--- config.mk ---
export PLATFORM = sky130hd
export DESIGN_NAME = plcc_link_regs
export DESIGN_NICKNAME = d
export VERILOG_FILES = /design/src/common/plcc_pkg.sv /design/src/plcc_link_regs.sv
export VERILOG_INCLUDE_DIRS = /design/src /design/src/common
export SDC_FILE = /design/constraint.sdc
export NUM_CORES = 1
export LEC_CHECK = 0
export BUFFER_PORTS_ARGS = -buffer_cell sky130_fd_sc_hd__buf_2
export CAP_MARGIN = 10
export CORE_ASPECT_RATIO = 1.25
export CORE_MARGIN = 2
export CORE_UTILIZATION = 51
export CTS_CLUSTER_DIAMETER = 40
export DETAILED_ROUTE_END_ITERATION = 8
export GPL_TIMING_DRIVEN = 0
export PLACE_DENSITY_LB_ADDON = 0.1
export SYNTH_ARGS = -nofsm -noshare
export SYNTH_HDL_FRONTEND = slang
export SYNTH_SLANG_ARGS = --single-unit
--- constraint.sdc ---
create_clock -name clock -period 7.3 [get_ports clock]
set_input_delay 2.19 -clock clock [delete_from_list [all_inputs] [get_ports clock]]
set_output_delay 2.19 -clock clock [all_outputs]
set_load 0.005 [all_outputs]
--- src/common/plcc_defs.svh ---
// register offsets, field positions and reset values of the link capability / control bank
`ifndef PLCC_DEFS_SVH
`define PLCC_DEFS_SVH

`define PLCC_ADDR_W        8
`define PLCC_OFF_LINK_CAP  8'hcc
`define PLCC_OFF_LINK_CTL  8'hd0
`define PLCC_OFF_LOAD_PORT 8'he0
`define PLCC_NUM_PORTS     4
`define PLCC_PORT_W        2

// capability fields
`define PLCC_CAP_SPEED_LO  0
`define PLCC_CAP_SPEED_HI  3
`define PLCC_CAP_WIDTH_LO  4
`define PLCC_CAP_WIDTH_HI  9
`define PLCC_CAP_ASPM_LO   10
`define PLCC_CAP_ASPM_HI   11
`define PLCC_CAP_L0S_LO    12
`define PLCC_CAP_L0S_HI    14
`define PLCC_CAP_L1_LO     15
`define PLCC_CAP_L1_HI     17
`define PLCC_CAP_DLLA      20
`define PLCC_CAP_BWN       21
`define PLCC_CAP_PNUM_LO   24
`define PLCC_CAP_PNUM_HI   31

`define PLCC_RST_SPEED     4'h2
`define PLCC_RST_WIDTH     6'h01
`define PLCC_RST_ASPM      2'h0
`define PLCC_RST_L0S       3'h3
`define PLCC_RST_L1        3'h0

// control fields
`define PLCC_CTL_ASPM_LO   0
`define PLCC_CTL_ASPM_HI   1
`define PLCC_CTL_RCB       3
`define PLCC_CTL_DISABLE   4
`define PLCC_CTL_RETRAIN   5
`define PLCC_CTL_CCLK      6
`define PLCC_CTL_EXTSYNC   7
`define PLCC_CTL_HAWD      9
`define PLCC_CTL_BWMIE     10
`define PLCC_CTL_ABWIE     11

`define PLCC_ASPM_OFF      2'h0
`define PLCC_ASPM_L0S      2'h1
`define PLCC_ASPM_L1       2'h2
`define PLCC_ASPM_BOTH     2'h3

// exit ordered-set counts under extended synch
`define PLCC_FTS_EXT       13'h1000
`define PLCC_TS1_EXT       11'h400
`define PLCC_FTS_W         13
`define PLCC_TS1_W         11
`define PLCC_UPSTREAM_PORT 2'h0

`endif

--- src/common/plcc_pkg.sv ---
// types of the link capability / control bank
package plcc_pkg;
  `include "plcc_defs.svh"

  typedef logic [1:0]  plcc_port_t;
  typedef logic [7:0]  plcc_addr_t;
  typedef logic [31:0] plcc_word_t;

  // loadable capability defaults of one port
  typedef struct packed {
    logic [3:0] speed;
    logic [1:0] aspm;
    logic [2:0] l0sLat;
    logic [2:0] l1Lat;
    logic [7:0] portNum;
  } plcc_cap_t;

  // writable control bits of one port
  typedef struct packed {
    logic [1:0] aspm;
    logic       disable_;
    logic       commonClock;
    logic       extSynch;
    logic       hwWidthDis;
    logic       bwMgmtIe;
    logic       autoBwIe;
  } plcc_ctl_t;

  typedef enum logic [1:0] {
    PLCC_TR_IDLE,
    PLCC_TR_RUN
  } plcc_train_t;
endpackage

--- src/plcc_link_regs.sv ---
// link capabilities and link control registers for all four switch ports
// Functional notes
// - aspm control 00 off, 01 l0s only, 10 l1 only, 11 both
// - receiver may always enter l0s, regardless of aspm control
// - link disable works downstream; upstream hardwired zero, writes ignored
// - retrain write starts training downstream; upstream hardwired zero
// - retrain bit always reads zero
// - common clock bit writable, resets zero
// - extended synch selects 4096 fts and 1024 ts1 exit sets
// - bandwidth interrupt enables writable downstream only, reset zero
// - read completion boundary reads zero
// - max link speed bits 3:0, reset 5 gb/s code
// - loadable capability defaults overridable by smbus or eeprom load
// - max link width bits 9:4, reset x1
// - aspm support read-only, resets zero; l0s and l1 still supported
// - l0s exit latency resets to code three
// - l1 exit latency resets to code zero
// - data link active reporting capable reads zero
// - bandwidth notify capable zero upstream, one downstream
// - port number resets to own port index
// - hardware autonomous width disable writable, resets zero
// - link training status held during retraining, cleared on completion
`timescale 1ns/1ps
`include "plcc_defs.svh"

module plcc_link_regs
  import plcc_pkg::*;
(
  // clock and reset
  input  wire logic                  clock,
  input  wire logic                  reset,
  input  wire logic                  clockEnable,
  // configuration register port
  input  wire plcc_pkg::plcc_port_t  cfgPort,
  input  wire plcc_pkg::plcc_addr_t  cfgAddr,
  input  wire plcc_pkg::plcc_word_t  cfgWriteData,
  input  wire logic                  cfgWrite,
  input  wire logic                  cfgRead,
  output plcc_pkg::plcc_word_t       cfgReadData,
  // smbus / eeprom capability load
  input  wire plcc_pkg::plcc_port_t  loadPort,
  input  wire plcc_pkg::plcc_cap_t   loadCap,
  input  wire logic                  loadWrite,
  // link training state machine, one bit per port
  output logic [3:0]                 retrainReq,
  output logic [3:0]                 linkDisable,
  input  wire logic [3:0]            trainingDone,
  output logic [3:0]                 linkTraining,
  // power management controls per port
  output logic [3:0]                 l0sEntryEn,
  output logic [3:0]                 l1EntryEn,
  output logic [3:0]                 rxL0sAllowed,
  output logic [3:0]                 commonClock,
  output logic [3:0]                 hwWidthDis,
  output logic [3:0]                 bwMgmtIe,
  output logic [3:0]                 autoBwIe,
  output logic [51:0]                ftsExitCount,
  output logic [43:0]                ts1ExitCount
);
  import plcc_pkg::*;

  // ==========================================================
  // state
  typedef struct packed {
    plcc_cap_t   [3:0] cap;
    plcc_ctl_t   [3:0] ctl;
    plcc_train_t [3:0] train;
    logic        [3:0] retrain;
    plcc_word_t        rdata;
  } plcc_state_t;

  plcc_state_t state;
  plcc_state_t next_state;

  // ==========================================================
  // strobe decode
  // decodes stay combinational; only the state struct is registered
  logic       ctlWriteHit;
  logic       cfgIsDown;
  logic [3:0] ctlWriteSel;
  logic [3:0] downWriteSel;
  logic [3:0] loadSel;
  logic [3:0] retrainSet;
  logic [3:0] trainEnd;

  assign ctlWriteHit = cfgWrite && (cfgAddr == `PLCC_OFF_LINK_CTL);
  assign cfgIsDown   = (cfgPort != `PLCC_UPSTREAM_PORT);

  // ==========================================================
  // reset image
  function automatic plcc_state_t resetImage();
    plcc_state_t s;
    s = '0;
    for (int p = 0; p < `PLCC_NUM_PORTS; p++) begin
      s.cap[p].speed   = `PLCC_RST_SPEED;
      s.cap[p].aspm    = `PLCC_RST_ASPM;
      s.cap[p].l0sLat  = `PLCC_RST_L0S;
      s.cap[p].l1Lat   = `PLCC_RST_L1;
      s.cap[p].portNum = 8'(p);
      s.train[p]       = PLCC_TR_IDLE;
    end
    return s;
  endfunction

  // ==========================================================
  // read images
  function automatic plcc_word_t capWord(plcc_cap_t c, plcc_port_t p);
    plcc_word_t w;
    w = '0;
    w[`PLCC_CAP_SPEED_HI:`PLCC_CAP_SPEED_LO] = c.speed;
    w[`PLCC_CAP_WIDTH_HI:`PLCC_CAP_WIDTH_LO] = `PLCC_RST_WIDTH;
    w[`PLCC_CAP_ASPM_HI:`PLCC_CAP_ASPM_LO]   = c.aspm;
    w[`PLCC_CAP_L0S_HI:`PLCC_CAP_L0S_LO]     = c.l0sLat;
    w[`PLCC_CAP_L1_HI:`PLCC_CAP_L1_LO]       = c.l1Lat;
    w[`PLCC_CAP_DLLA]                        = 1'b0;
    w[`PLCC_CAP_BWN] = (p != `PLCC_UPSTREAM_PORT);
    w[`PLCC_CAP_PNUM_HI:`PLCC_CAP_PNUM_LO]   = c.portNum;
    return w;
  endfunction

  function automatic plcc_word_t ctlWord(plcc_ctl_t c);
    plcc_word_t w;
    w = '0;
    w[`PLCC_CTL_ASPM_HI:`PLCC_CTL_ASPM_LO] = c.aspm;
    w[`PLCC_CTL_RCB]     = 1'b0;
    w[`PLCC_CTL_DISABLE] = c.disable_;
    w[`PLCC_CTL_RETRAIN] = 1'b0;
    w[`PLCC_CTL_CCLK]    = c.commonClock;
    w[`PLCC_CTL_EXTSYNC] = c.extSynch;
    w[`PLCC_CTL_HAWD]    = c.hwWidthDis;
    w[`PLCC_CTL_BWMIE]   = c.bwMgmtIe;
    w[`PLCC_CTL_ABWIE]   = c.autoBwIe;
    return w;
  endfunction

  // ==========================================================
  // control write
  // upstream keeps disable, retrain and the bandwidth enables at zero
  function automatic plcc_ctl_t ctlAfterWrite(plcc_ctl_t c, plcc_word_t v, logic down);
    plcc_ctl_t n;
    n             = c;
    n.aspm        = v[`PLCC_CTL_ASPM_HI:`PLCC_CTL_ASPM_LO];
    n.commonClock = v[`PLCC_CTL_CCLK];
    n.extSynch    = v[`PLCC_CTL_EXTSYNC];
    n.hwWidthDis  = v[`PLCC_CTL_HAWD];
    if (down) begin
      n.disable_  = v[`PLCC_CTL_DISABLE];
      n.bwMgmtIe  = v[`PLCC_CTL_BWMIE];
      n.autoBwIe  = v[`PLCC_CTL_ABWIE];
    end
    return n;
  endfunction

  // ==========================================================
  // training status of one port
  function automatic plcc_train_t trainStep(plcc_train_t t, logic start, logic done);
    plcc_train_t n;
    n = t;
    case (t)
      PLCC_TR_IDLE: begin
        if (start) begin
          n = PLCC_TR_RUN;
        end
      end
      PLCC_TR_RUN: begin
        if (done) begin
          n = PLCC_TR_IDLE;
        end
      end
      default: n = PLCC_TR_IDLE;
    endcase
    return n;
  endfunction

  // ==========================================================
  // read port
  // with clockEnable high nothing lingers on the read bus, so a stale word is never taken for an answer
  function automatic plcc_word_t readWord(plcc_state_t s, logic rd,
                                          plcc_addr_t a, plcc_port_t p);
    plcc_word_t w;
    w = '0;
    if (rd) begin
      case (a)
        `PLCC_OFF_LINK_CAP: w = capWord(s.cap[p], p);
        `PLCC_OFF_LINK_CTL: w = ctlWord(s.ctl[p]);
        default:            w = '0;
      endcase
    end
    return w;
  endfunction

  // ==========================================================
  // next state
  always_comb begin
    next_state         = state;
    next_state.retrain = retrainSet;
    for (int p = 0; p < `PLCC_NUM_PORTS; p++) begin
      // control writes; the capability word is read-only to software
      if (ctlWriteSel[p]) begin
        next_state.ctl[p] = ctlAfterWrite(state.ctl[p], cfgWriteData, downWriteSel[p]);
      end
      // smbus / eeprom override of the loadable defaults
      if (loadSel[p]) begin
        next_state.cap[p] = loadCap;
      end
      next_state.train[p] = trainStep(state.train[p], state.retrain[p], trainEnd[p]);
    end
    // with clockEnable high, read data stand only in the cycle after the strobe
    next_state.rdata = readWord(state, cfgRead, cfgAddr, cfgPort);
  end

  always_ff @(posedge clock or posedge reset) begin
    if (reset) begin
      state <= resetImage();
    end else if (clockEnable) begin
      state <= next_state;
    end
  end

  // ==========================================================
  // outputs
  assign cfgReadData = state.rdata;

  genvar g;
  generate
    for (g = 0; g < `PLCC_NUM_PORTS; g++) begin : gPort
      assign ctlWriteSel[g]  = ctlWriteHit && (cfgPort == plcc_port_t'(g));
      assign downWriteSel[g] = ctlWriteSel[g] && cfgIsDown;
      assign loadSel[g]      = loadWrite && (loadPort == plcc_port_t'(g));
      assign retrainSet[g]   = downWriteSel[g] && cfgWriteData[`PLCC_CTL_RETRAIN];
      // a pending retrain outranks a done report, so a new request restarts the run
      assign trainEnd[g]     = trainingDone[g] && !state.retrain[g];
      assign retrainReq[g]   = state.retrain[g];
      assign linkDisable[g]  = state.ctl[g].disable_;
      assign linkTraining[g] = (state.train[g] == PLCC_TR_RUN);
      assign l0sEntryEn[g]   = state.ctl[g].aspm[0];
      assign l1EntryEn[g]    = state.ctl[g].aspm[1];
      assign rxL0sAllowed[g] = 1'b1;
      assign commonClock[g]  = state.ctl[g].commonClock;
      assign hwWidthDis[g]   = state.ctl[g].hwWidthDis;
      assign bwMgmtIe[g]     = state.ctl[g].bwMgmtIe;
      assign autoBwIe[g]     = state.ctl[g].autoBwIe;
      // zero means the ordinary counts chosen by the physical layer
      assign ftsExitCount[g*`PLCC_FTS_W +: `PLCC_FTS_W] =
        state.ctl[g].extSynch ? `PLCC_FTS_EXT : 13'h0000;
      assign ts1ExitCount[g*`PLCC_TS1_W +: `PLCC_TS1_W] =
        state.ctl[g].extSynch ? `PLCC_TS1_EXT : 11'h000;
    end
  endgenerate

endmodule // plcc_link_regs

* Yosys cells after proc, flatten, opt, wreduce, memory -nomap -nowiden
Cells that the tools add are included.
** Word-level totals
- Register bits :: 156
- Bits of input ports :: 74
- Output and inout bits :: 168
- Word-level logic and storage cells :: 149
** Cells by class
- Order comparisons :: 1
- Equality and inequality tests :: 20
- Mux-type cells :: 26
- Reductions and logical operators :: 48
** Operator list (number)
- 32-bit case mux with 2 select lines :: 1
- 13-bit two-way mux :: 4
- 11-bit two-way mux :: 4
- 20-bit binary-select mux with 2-bit select :: 1
- 32-bit two-way mux :: 1
- 3-bit AND reduction :: 8
- 1-bit logical AND :: 21
- 20-bit two-way mux :: 1
- 8-bit binary-select mux with 2-bit select :: 1
- 8-bit == test, second input constant :: 2
- 2-bit two-way mux :: 8
- 2-bit case mux with 2 select lines :: 4
- 2-bit AND reduction :: 8
- 2-bit by 1-bit == test with 1-bit output, second input constant :: 6
- 2-bit zero test :: 6
- 2-bit == test, second input constant :: 4
- 8-bit two-way mux :: 1
- 2-bit by 1-bit inequality test with 1-bit output, second input constant :: 4
- 2-bit inequality test, second input constant :: 4
- 1-bit zero test :: 4
- 2-bit by 3-bit < comparator with 1-bit output, second input constant :: 1
- 2-bit nonzero test :: 1

* Depth between registers and ports, before layout
Gate-level depths: netlist of run 1.
- Depth after elaboration :: 5
- Mapped depth :: 6
- Gate-level depth less buffers :: 4

* Worst setup path before layout of run 1
Ideal clock, no wire load.
- Path kind :: in2reg
- Start :: input cfgPort[0]
- End :: register state (netlist bit cfgReadData[14])
- Library setup time :: 0.122 ns
- Arrival time :: 3.423 ns
- Required time :: 7.178 ns
- Setup slack :: 3.755 ns
- Cell stages on the path :: 4
- Path buffers :: 2
- Path through :: buf_2 buf_2 mux4_2 a32o_1
** On the way
- Longest elaborated chain between the ends :: 4
** RTL lines
- start, declared :: RTL line plcc_link_regs.sv:34 : input wire plcc_pkg::plcc_port_t cfgPort,
- 20-bit binary-select mux with 2-bit select :: RTL line plcc_link_regs.sv:184 : `PLCC_OFF_LINK_CAP: w = capWord(s.cap[p], p);
- 20-bit two-way mux (implied by the code) :: RTL line plcc_link_regs.sv:184
- 32-bit case mux with 2 select lines :: RTL line plcc_link_regs.sv:183 : case (a)
- 32-bit two-way mux :: RTL line plcc_link_regs.sv:182 : if (rd) begin
- end signal, assigned :: RTL line plcc_link_regs.sv:214 : state <= resetImage();
- end signal, assigned :: RTL line plcc_link_regs.sv:216 : state <= next_state;
- end, declared :: RTL line plcc_link_regs.sv:72 : plcc_state_t state;
No other way between the ends. The select of a mux whose other input is x is not followed.
A chain may end at the register's enable or synchronous reset.

* Worst setup path in the final report of run 1
- Start :: input cfgPort[0]
- End :: register state (netlist bit bwMgmtIe[1])
** On the way
- Longest elaborated chain between the ends :: 4
- Elaborated cells on any way between the ends :: 5
- Classes of those cells :: 1 x eq/ne; 4 x reduce/logical
** RTL lines
- 2-bit by 1-bit == test with 1-bit output :: RTL line plcc_link_regs.sv:227 : assign ctlWriteSel[g] = ctlWriteHit && (cfgPort == plcc_port_t'(g));
- 1-bit logical AND :: RTL line plcc_link_regs.sv:227
- 1-bit logical AND :: RTL line plcc_link_regs.sv:228 : assign downWriteSel[g] = ctlWriteSel[g] && cfgIsDown;
- 3-bit AND reduction (no line) *
Every way passes the cells marked *; elsewhere a longest branch is shown, timed or not.

==> flow_summary.toml, run 1 <==
[cts]
htreeDepth = 4
cts_sinks = 145
insertion_delay_ns = 0.42
clk_root_buffer_cell = "clkbuf_16"
cts_buffer_depth = 2
cts_buffers = 17
cts_resized = 0
postCtsSetupBuffers = 0
hold_buffers = 0
path_clk_slew_ns = 0.06
tritoncts = "yes"

[sta]
worst_slack_ns = 3.77
clock.fmax_mhz = 284
rsz0062_at_grt = "false"
drv_slew = 0
setup_viol = 0
slew_headroom_pct = 45.2
finalCriticalPeriod_ns = 3.53
finalClockSkew_ns = 0.00676
period_share_pct = 48.3
worst_pin_slew_ns = 0.821
whs_ns = 0.485
hold_viol_final = 0

[drt]
drtAntennaViolNets = 0
post_drt_wl_per_cell_um = 16.6
firstDrtPassIters = 4
routed_wl_um = 16300
drt_iter0_markers = 198
remaining_drc_errors = 0
avgViaCountPerCell = 4.81
routed-via-count = 4709

[run]
drv_cap = 0

[global_routing]
grt_pass1_vias = 4840
antenna_found_initial = 2
grtUsageTotal_pct = 21.1
grt_max_degree = 105
grt-ovfl-total = 0
grt_pass1_wl_um = 25300

[die]
die_y_um = 139
core_region_area_sq_um = 14300
rows = 49
io_pins = 242
start_util_pct = 52.0
die_width_um = 112
dieArea_sq_um = 15600

[yosys]
syn_area_sq_um = 7460
yosys.area.top_type = "dfrtp_1"
synth.avg_cell_area_sq_um = 13.4
netlist_top_cells_area = "dfrtp_1, buf_4, mux2_2, mux4_2, dfstp_2"
yosysTopAreaCellShare_pct = 43.3
synth_cells = 555
yosysUniqueCellTypes = 30
synth-main-ff-cell = "dfrtp_1"
yosys_warnings = 0
ys_async_sr_fraction_pct = 100
ys_seq_area_share_pct = 48.9
yosys-top-cells-count = "buf_4, dfrtp_1, mux2_2"
synth_edf_count = 0
synth.most_common_cell = "buf_4"
ys_ff_latch = 145

[worst_setup_path]
end_kind = "flip-flop"
critPathMaxFanout = 10
worstPathArrival_ns = 3.82
path_class = "in2reg"
reg2reg_setup_slack_ns = 6.06
reg2reg_from = "l1EntryEn[3]"
r2r_cells = 3
required_ns = 7.60
r2r-end = "cfgReadData[1]"
cp-start-kind = "input pin"

[worst_hold_path]
holdPathStages = 1
hp-start = "cfgReadData[7]"
whs_endpoint = "cfgReadData[7]"
hp-class = "reg2reg"

[final_layout]
final_area_sq_um = 9320
synthToLayoutAreaGrowth_pct = 25.0
drive_gt1_share_pct = 60.8
fin_nets = 862

[power_and_ir_drop]
peakVddDrop_mv = 0.175
finalPower_mw = 2.20
power_density_nw_per_um2 = 236
p_leak_nw = 4.88

[place]
port_buffers = 116
dp_slack_ns = 3.30
hpwl_um = 12000
place.gp.congestion = 0.769
placed_cell_area_sq_um = 8660

[status]
outcome = "finished clean"
power by group:
part	switching, mW	internal [mW]
registers	0.0488	0.918
clock network	0.319	0.639
logic	0.106	0.171
total	0.474	1.73
per-stage QoR:
step	utilization, %	TNS (ns)	instances
2_1_floorplan	-	0	652
3_3_place_gp	60.1	-5.30	946
3_5_place_dp	60.4	0	947
4_1_cts	65.0	0	978
5_1_grt	65.0	0	979
6_report	65.0	0	979
layer usage:
layer	wire [um]	vias to the layer above	GRT usage, %
met4	317	2	8.09
met1	6620	2359	25.3
met3	902	23	5.27
li1	-	2164	-
met2	8420	161	36.7
met5	7	-	0
state kept, by name (all words and copies together) (netlist names):
signal and cells:
l0sEntryEn 4, state 88, autoBwIe 4, cfgReadData 25
l1EntryEn 4, hwWidthDis 4, linkDisable 4, retrainReq 4
bwMgmtIe 4, commonClock 4
cell usage in the layout, fill, tap and decap left out, drive strengths merged, types with 5 or more instances in the layout:
| cell | synthesis | layout |
|---|---|---|
| inv | 15 | 15 |
| buf | 178 | 295 |
| dfrtp | 129 | 129 |
| dfstp | 16 | 16 |
| a32o | 16 | 16 |
| conb | 2 | 99 |
| nand3 | 5 | 5 |
| bufinv | 0 | 5 |
| mux2 | 109 | 109 |
| mux4 | 28 | 28 |
| clkbuf | 17 | 38 |
| a22o | 7 | 7 |
| o221ai | 5 | 5 |
| nand2 | 8 | 8 |
cells by family after synthesis:
| kind of cell | share of synthesized area [%] |
|---|---|
| flip-flops | 48.9 |
| AO/OA/AOI/OAI | 4.02 |
| other | 0.101 |
| AND/OR/NAND/NOR | 2.85 |
| multiplexers | 24.9 |
| buffers and inverters | 19.2 |
worst max-delay path: stages:
cell     delay (ns)
buf_2          0.21
buf_2          0.39
nor3b_4        0.62
mux2_2         0.41
how the worst max path moves through the flow:
stage,from,to,slack [ns],cells after the start
after floorplan,reset,autoBwIe[0],1.24,1
after global placement,reset,state[118],-0.05,2
after detailed placement,cfgPort[0],bwMgmtIe[1],3.30,4
after CTS,cfgPort[0],bwMgmtIe[1],3.76,4
after global routing,cfgPort[0],bwMgmtIe[1],3.68,4
final,cfgPort[0],bwMgmtIe[1],3.77,4
cell type report:
| type | instances | area, sq um |
|---|---|---|
| clock buffer | 21 | 480 |
| fill | 1160 | 5020 |
| timing repair buffer | 117 | 608 |
| inverter | 15 | 61.3 |
| antenna | 1 | 2.50 |
| sequential | 145 | 3650 |
| buffer | 195 | 1380 |
| clock inverter | 10 | 180 |
| multi-input combinational | 297 | 2740 |
| tap | 178 | 223 |
Note: power is estimated with default switching activity, not from simulation.
==> run 2, diff against run 1 <==
==> constraint.sdc (replaced) <==
create_clock -name clock -period 3.4 [get_ports clock]
set_input_delay 1.02 -clock clock [delete_from_list [all_inputs] [get_ports clock]]
set_output_delay 1.02 -clock clock [all_outputs]
set_load 0.005 [all_outputs]
==> flow_summary.toml, run 2 (same netlist as run 1, synthesis figures left out) <==
[global_routing]
grt_pass1_vias = 4952
grt-ovfl-total = 0
antenna_found_initial = 1
grt_pass1_wl_um = 25900
grt_max_degree = 45
grtUsageTotal_pct = 21.6

[drt]
drtAntennaViolNets = 0
firstDrtPassIters = 5
drt_iter0_markers = 190
post_drt_wl_per_cell_um = 16.6
routed_wl_um = 16300
remaining_drc_errors = 0
avgViaCountPerCell = 4.80
routed-via-count = 4704

[worst_hold_path]
hp-start = "bwMgmtIe[0]"
hp-class = "reg2reg"
holdPathStages = 1
whs_endpoint = "bwMgmtIe[0]"

[sta]
hold_viol_final = 0
finalClockSkew_ns = 0.00910
worst_pin_slew_ns = 0.785
slew_headroom_pct = 47.7
fin_tns_setup_ns = 0
setup_viol = 0
worst_slack_ns = 1.07
rsz0062_at_grt = "false"
whs_ns = 0.488
period_share_pct = 68.7
finalCriticalPeriod_ns = 2.33
drv_slew = 0
clock.fmax_mhz = 428

[final_layout]
layout_commonest_cell = "buf_4"
synthToLayoutAreaGrowth_pct = 25.6
instances_no_fill = 981
largest_reg_flops = 88
final_area_sq_um = 9370
finish.utilization_pct = 65.3
fin_nets = 864
drive_gt1_share_pct = 60.7
top_register = "state"
final_cell_mix = "buf_4, dfrtp_1, buf_2, mux2_2, conb_1"

[worst_setup_path]
path_common_cell = "buf_2"
reg2reg_from = "autoBwIe[3]"
critical-path-slowest-cell = "nor3b_4"
critPathMaxFanout = 10
reg2reg_setup_slack_ns = 2.12
end_kind = "flip-flop"
required_ns = 3.69
cp-start-kind = "input pin"
slowest_delay_ns = 0.59
r2r_cells = 3
worstPathCellList = "buf_2 -> buf_2 -> nor3b_4 -> mux2_2"
path_class = "in2reg"
worstPathArrival_ns = 2.63
r2r-end = "cfgReadData[11]"

[place]
post-place-cells = 949
dp_slack_ns = 0.589
hpwl_um = 11900
placed_cell_area_sq_um = 8690
port_buffers = 116
place.gp.congestion = 0.751

[cts]
clk_root_buffer_cell = "clkbuf_16"
htreeDepth = 4
postCtsSetupBuffers = 0
cts_sinks = 145
cts_buffer_depth = 2
hold_buffers = 0
tritoncts = "yes"
path_clk_slew_ns = 0.05
cts_resized = 0
insertion_delay_ns = 0.42
cts_buffers = 17

[die]
rows = 49
die_y_um = 139
die_width_um = 112
core_region_area_sq_um = 14300
start_util_pct = 52.0
io_pins = 242
dieArea_sq_um = 15600

[power_and_ir_drop]
peakVddDrop_mv = 0.413
p_leak_nw = 4.89
power_density_nw_per_um2 = 511
finalPower_mw = 4.79

[run]
drv_cap = 0

[status]
outcome = "finished clean"
## run 2: changes by cell type in the layout (fill, tap and decap cells not counted)
cell	previous run	this run
buf_12	0	3
buf_16	1	0
bufinv_16	5	6
clkbuf_1	17	18
clkbuf_8	4	3
clkinv_2	3	2
clkinvlp_4	2	3
inv_6	1	0
## run 2: power by group
group	switching (mW)	internal, mW
Clock	0.685	1.43
Combinational	0.229	0.371
Sequential	0.105	1.97
## run 2: how the worst max path moves through the flow
stage,start,endpoint,slack [ns],depth (start not counted)
5_1_grt,cfgPort[0],autoBwIe[1],0.95,4
6_report,cfgPort[0],autoBwIe[1],1.07,4
3_5_place_dp,cfgPort[0],autoBwIe[1],0.59,4
3_3_place_gp,reset,linkDisable[0],-0.20,2
4_1_cts,cfgPort[0],autoBwIe[1],1.02,4
2_1_floorplan,reset,autoBwIe[0],0.57,1
## run 2: per-layer routing
layer / part of all wire (%) / wire, um / vias up / track usage (%)
met5: 0 / 0 / - / 0
met4: 1.7 / 274 / 0 / 6.68
met3: 5.7 / 929 / 25 / 5.14
met2: 53 / 8710 / 158 / 38.4
met1: 39 / 6400 / 2365 / 25.9
li1: - / - / 2156 / -
## run 2: layout make-up
class	instances	area, sq um
inverter	15	60.1
fill	1127	4980
tap	178	223
sequential	145	3650
buffer	195	1380
timing repair buffer	119	641
clock buffer	21	470
clock inverter	10	205
multi-input combinational	297	2740
antenna	1	2.50
## run 2: worst max-delay path, delay by kind of cell
kind | cells | cell delay [ns]
buffers and inverters | 2 | 0.60
multiplexers | 1 | 0.41
AND/OR/NAND/NOR | 1 | 0.59
==> run 3, diff against run 2 <==
--- a/config.mk
+++ b/config.mk
@@ -6,11 +6,12 @@
 export SDC_FILE = /design/constraint.sdc
 export NUM_CORES = 1
 export LEC_CHECK = 0
+export ABC_AREA = 1
 export BUFFER_PORTS_ARGS = -buffer_cell sky130_fd_sc_hd__buf_2
 export CAP_MARGIN = 10
 export CORE_ASPECT_RATIO = 1.25
 export CORE_MARGIN = 2
-export CORE_UTILIZATION = 51
+export CORE_UTILIZATION = 47
 export CTS_CLUSTER_DIAMETER = 40
 export DETAILED_ROUTE_END_ITERATION = 8
 export GPL_TIMING_DRIVEN = 0
==> constraint.sdc (replaced) <==
create_clock -name clock -period 1.9 [get_ports clock]
set_input_delay 0.57 -clock clock [delete_from_list [all_inputs] [get_ports clock]]
set_output_delay 0.57 -clock clock [all_outputs]
set_load 0.005 [all_outputs]
==> flow_summary.toml, run 3 <==
[yosys]
yosys-top-cells-count = "nand2_1, buf_4, dfrtp_1"
synth_top_family_by_area = "simple AND/OR/NAND/NOR gates"
ys_async_sr_fraction_pct = 100
synth.avg_cell_area_sq_um = 8.10
synthAdderAreaFrac_pct = 0
yosysUniqueCellTypes = 24
ys_ff_latch = 145
yosys.area.top_type = "dfrtp_1"
netlist_top_cells_area = "dfrtp_1, nand2_1, buf_4, dfstp_2, o21ai_0"
yosys_warnings = 0
synth-main-ff-cell = "dfrtp_1"
synth_cells = 952
syn_area_sq_um = 7710
ys_seq_area_share_pct = 47.3
synth_simple_gate_area_share_pct = 25.8
synthMuxAreaShare_pct = 0
synth_edf_count = 0
yosysTopAreaCellShare_pct = 41.9
synth_compound_area_share_pct = 5.60
synth.most_common_cell = "nand2_1"
synth_xor_area_share_pct = 0

[drt]
remaining_drc_errors = 0
post_drt_wl_per_cell_um = 13.9
avgViaCountPerCell = 4.58
drt_iter0_markers = 553
routed-via-count = 6491
firstDrtPassIters = 5
drtAntennaViolNets = 0
routed_wl_um = 19700

[global_routing]
grtUsageTotal_pct = 23.0
grt-ovfl-total = 0
grt_pass1_vias = 6187
antenna_found_initial = 0
grt_pass1_wl_um = 31600
grt_max_degree = 43

[worst_setup_path]
reg2reg_from = "hwWidthDis[3]"
path_class = "reg2out"
r2r_cells = 6
required_ns = 1.33
end_kind = "output port"
critPathMaxFanout = 3
reg2reg_setup_slack_ns = 0.90
worstPathArrival_ns = 1.09
cp-start-kind = "flip-flop"
r2r-end = "cfgReadData[9]"

[cts]
cts_sinks = 145
hold_buffers = 0
cts_buffers = 17
clk_root_buffer_cell = "clkbuf_16"
postCtsSetupBuffers = 0
htreeDepth = 4
cts_buffer_depth = 2
insertion_delay_ns = 0.41
cts_resized = 0
path_clk_slew_ns = 0.07
tritoncts = "yes"

[die]
die_width_um = 119
die_y_um = 147
rows = 52
core_region_area_sq_um = 16100
dieArea_sq_um = 17500
start_util_pct = 47.8
io_pins = 242

[final_layout]
top_register = "state"
antenna_cells = 0
drive_gt1_share_pct = 32.0
final_cell_mix = "nand2_1, buf_4, buf_2, dfrtp_1, conb_1"
fin_nets = 1261
largest_reg_flops = 88
synthToLayoutAreaGrowth_pct = 24.2
layout_commonest_cell = "nand2_1"

[place]
dp_slack_ns = -0.171
hpwl_um = 14100
place.gp.congestion = 0.838
port_buffers = 116

[sta]
slew_headroom_pct = 44.2
drv_slew = 0
period_share_pct = 87.4
finalClockSkew_ns = 0.00729
finalCriticalPeriod_ns = 1.66
worst_slack_ns = 0.240
worst_pin_slew_ns = 0.836
fin_tns_setup_ns = 0
rsz0062_at_grt = "false"
setup_viol = 0
clock.fmax_mhz = 602
hold_viol_final = 0

[power_and_ir_drop]
peakVddDrop_mv = 0.531
power_density_nw_per_um2 = 828
p_leak_nw = 5.56

[worst_hold_path]
hp-class = "in2async"

[run]
drv_cap = 0

[status]
outcome = "finished clean"
-- run 3: cell types whose count changed in the layout (fill, tap and decap cells not counted), moves of 8 or more --
cell      before  now
nand2_1        8  386
mux2_2       108    0
o21ai_0        0   81
nand4_1        1   48
mux4_2        28    0
a32o_1        16    0
inv_1         14   28
nand3_1        5   18
buf_2        125  136
nor2_1         2   11
clkbuf_1      18   10
clkbuf_2       0    8
-- run 3: critical path, stage by stage (launching register included) --
cell     delay [ns]
dfrtp_1        0.42
buf_4          0.15
buf_2          0.11
-- run 3: kinds of logic (layout without fill, tap and decap cells) --
family,after synthesis,after routing
and+or+nand+nor,473,473
buffers and inverters,248,399
DFF,145,145
AOI/OAI and AO/OA,84,84
other,2,99
-- run 3: how the worst max path moves through the flow --
| stage | from | slack, ns | end | cells past startpoint |
|---|---|---|---|---|
| 4_1_cts | retrainReq[3] | 0.22 | retrainReq[3] | 2 |
| 5_1_grt | clockEnable | 0.12 | cfgReadData[2] | 6 |
| 6_report | l1EntryEn[0] | 0.24 | l1EntryEn[0] | 2 |
| 2_1_floorplan | reset | -0.48 | autoBwIe[0] | 1 |
| 3_3_place_gp | reset | -1.45 | cfgReadData[25] | 2 |
| 3_5_place_dp | clockEnable | -0.17 | cfgReadData[2] | 6 |
-- run 3: per-stage QoR --
stage	total power, mW	instance area [sq um]	hold WS [ns]	std cells	utilization, %
floorplan	4.36	8080	0.450	1049	-
global placement	4.61	8930	0.465	1381	55.3
detailed placement	4.64	8990	0.466	1384	55.7
CTS	7.96	9580	0.332	1416	59.4
global route	8.29	9580	0.383	1416	59.4
finish	7.93	9580	0.311	1416	59.4
-- run 3: cell type report --
| type | instances | area [sq um] |
|---|---|---|
| multi-input combinational | 656 | 2790 |
| buffer | 214 | 1510 |
| clock buffer | 18 | 429 |
| timing repair buffer | 119 | 641 |
| sequential | 145 | 3650 |
| clock inverter | 14 | 158 |
| fill | 1543 | 6560 |
| tap | 216 | 270 |
| inverter | 34 | 134 |
-- run 3: routing by layer --
layer | track usage (%) | vias to the layer above | share of wire (%)
li1 | - | 3221 | -
met1 | 28.4 | 2999 | 42
met2 | 40.1 | 231 | 50
met3 | 3.88 | 40 | 5.7
met4 | 8.81 | 0 | 2.7
met5 | 0 | - | 0
-- run 3: where the power goes --
group	internal [mW]	leakage (nW)	switching, mW
Sequential	3.46	1.88	0.178
Clock	1.96	0.283	1.37
Combinational	0.418	3.40	0.556
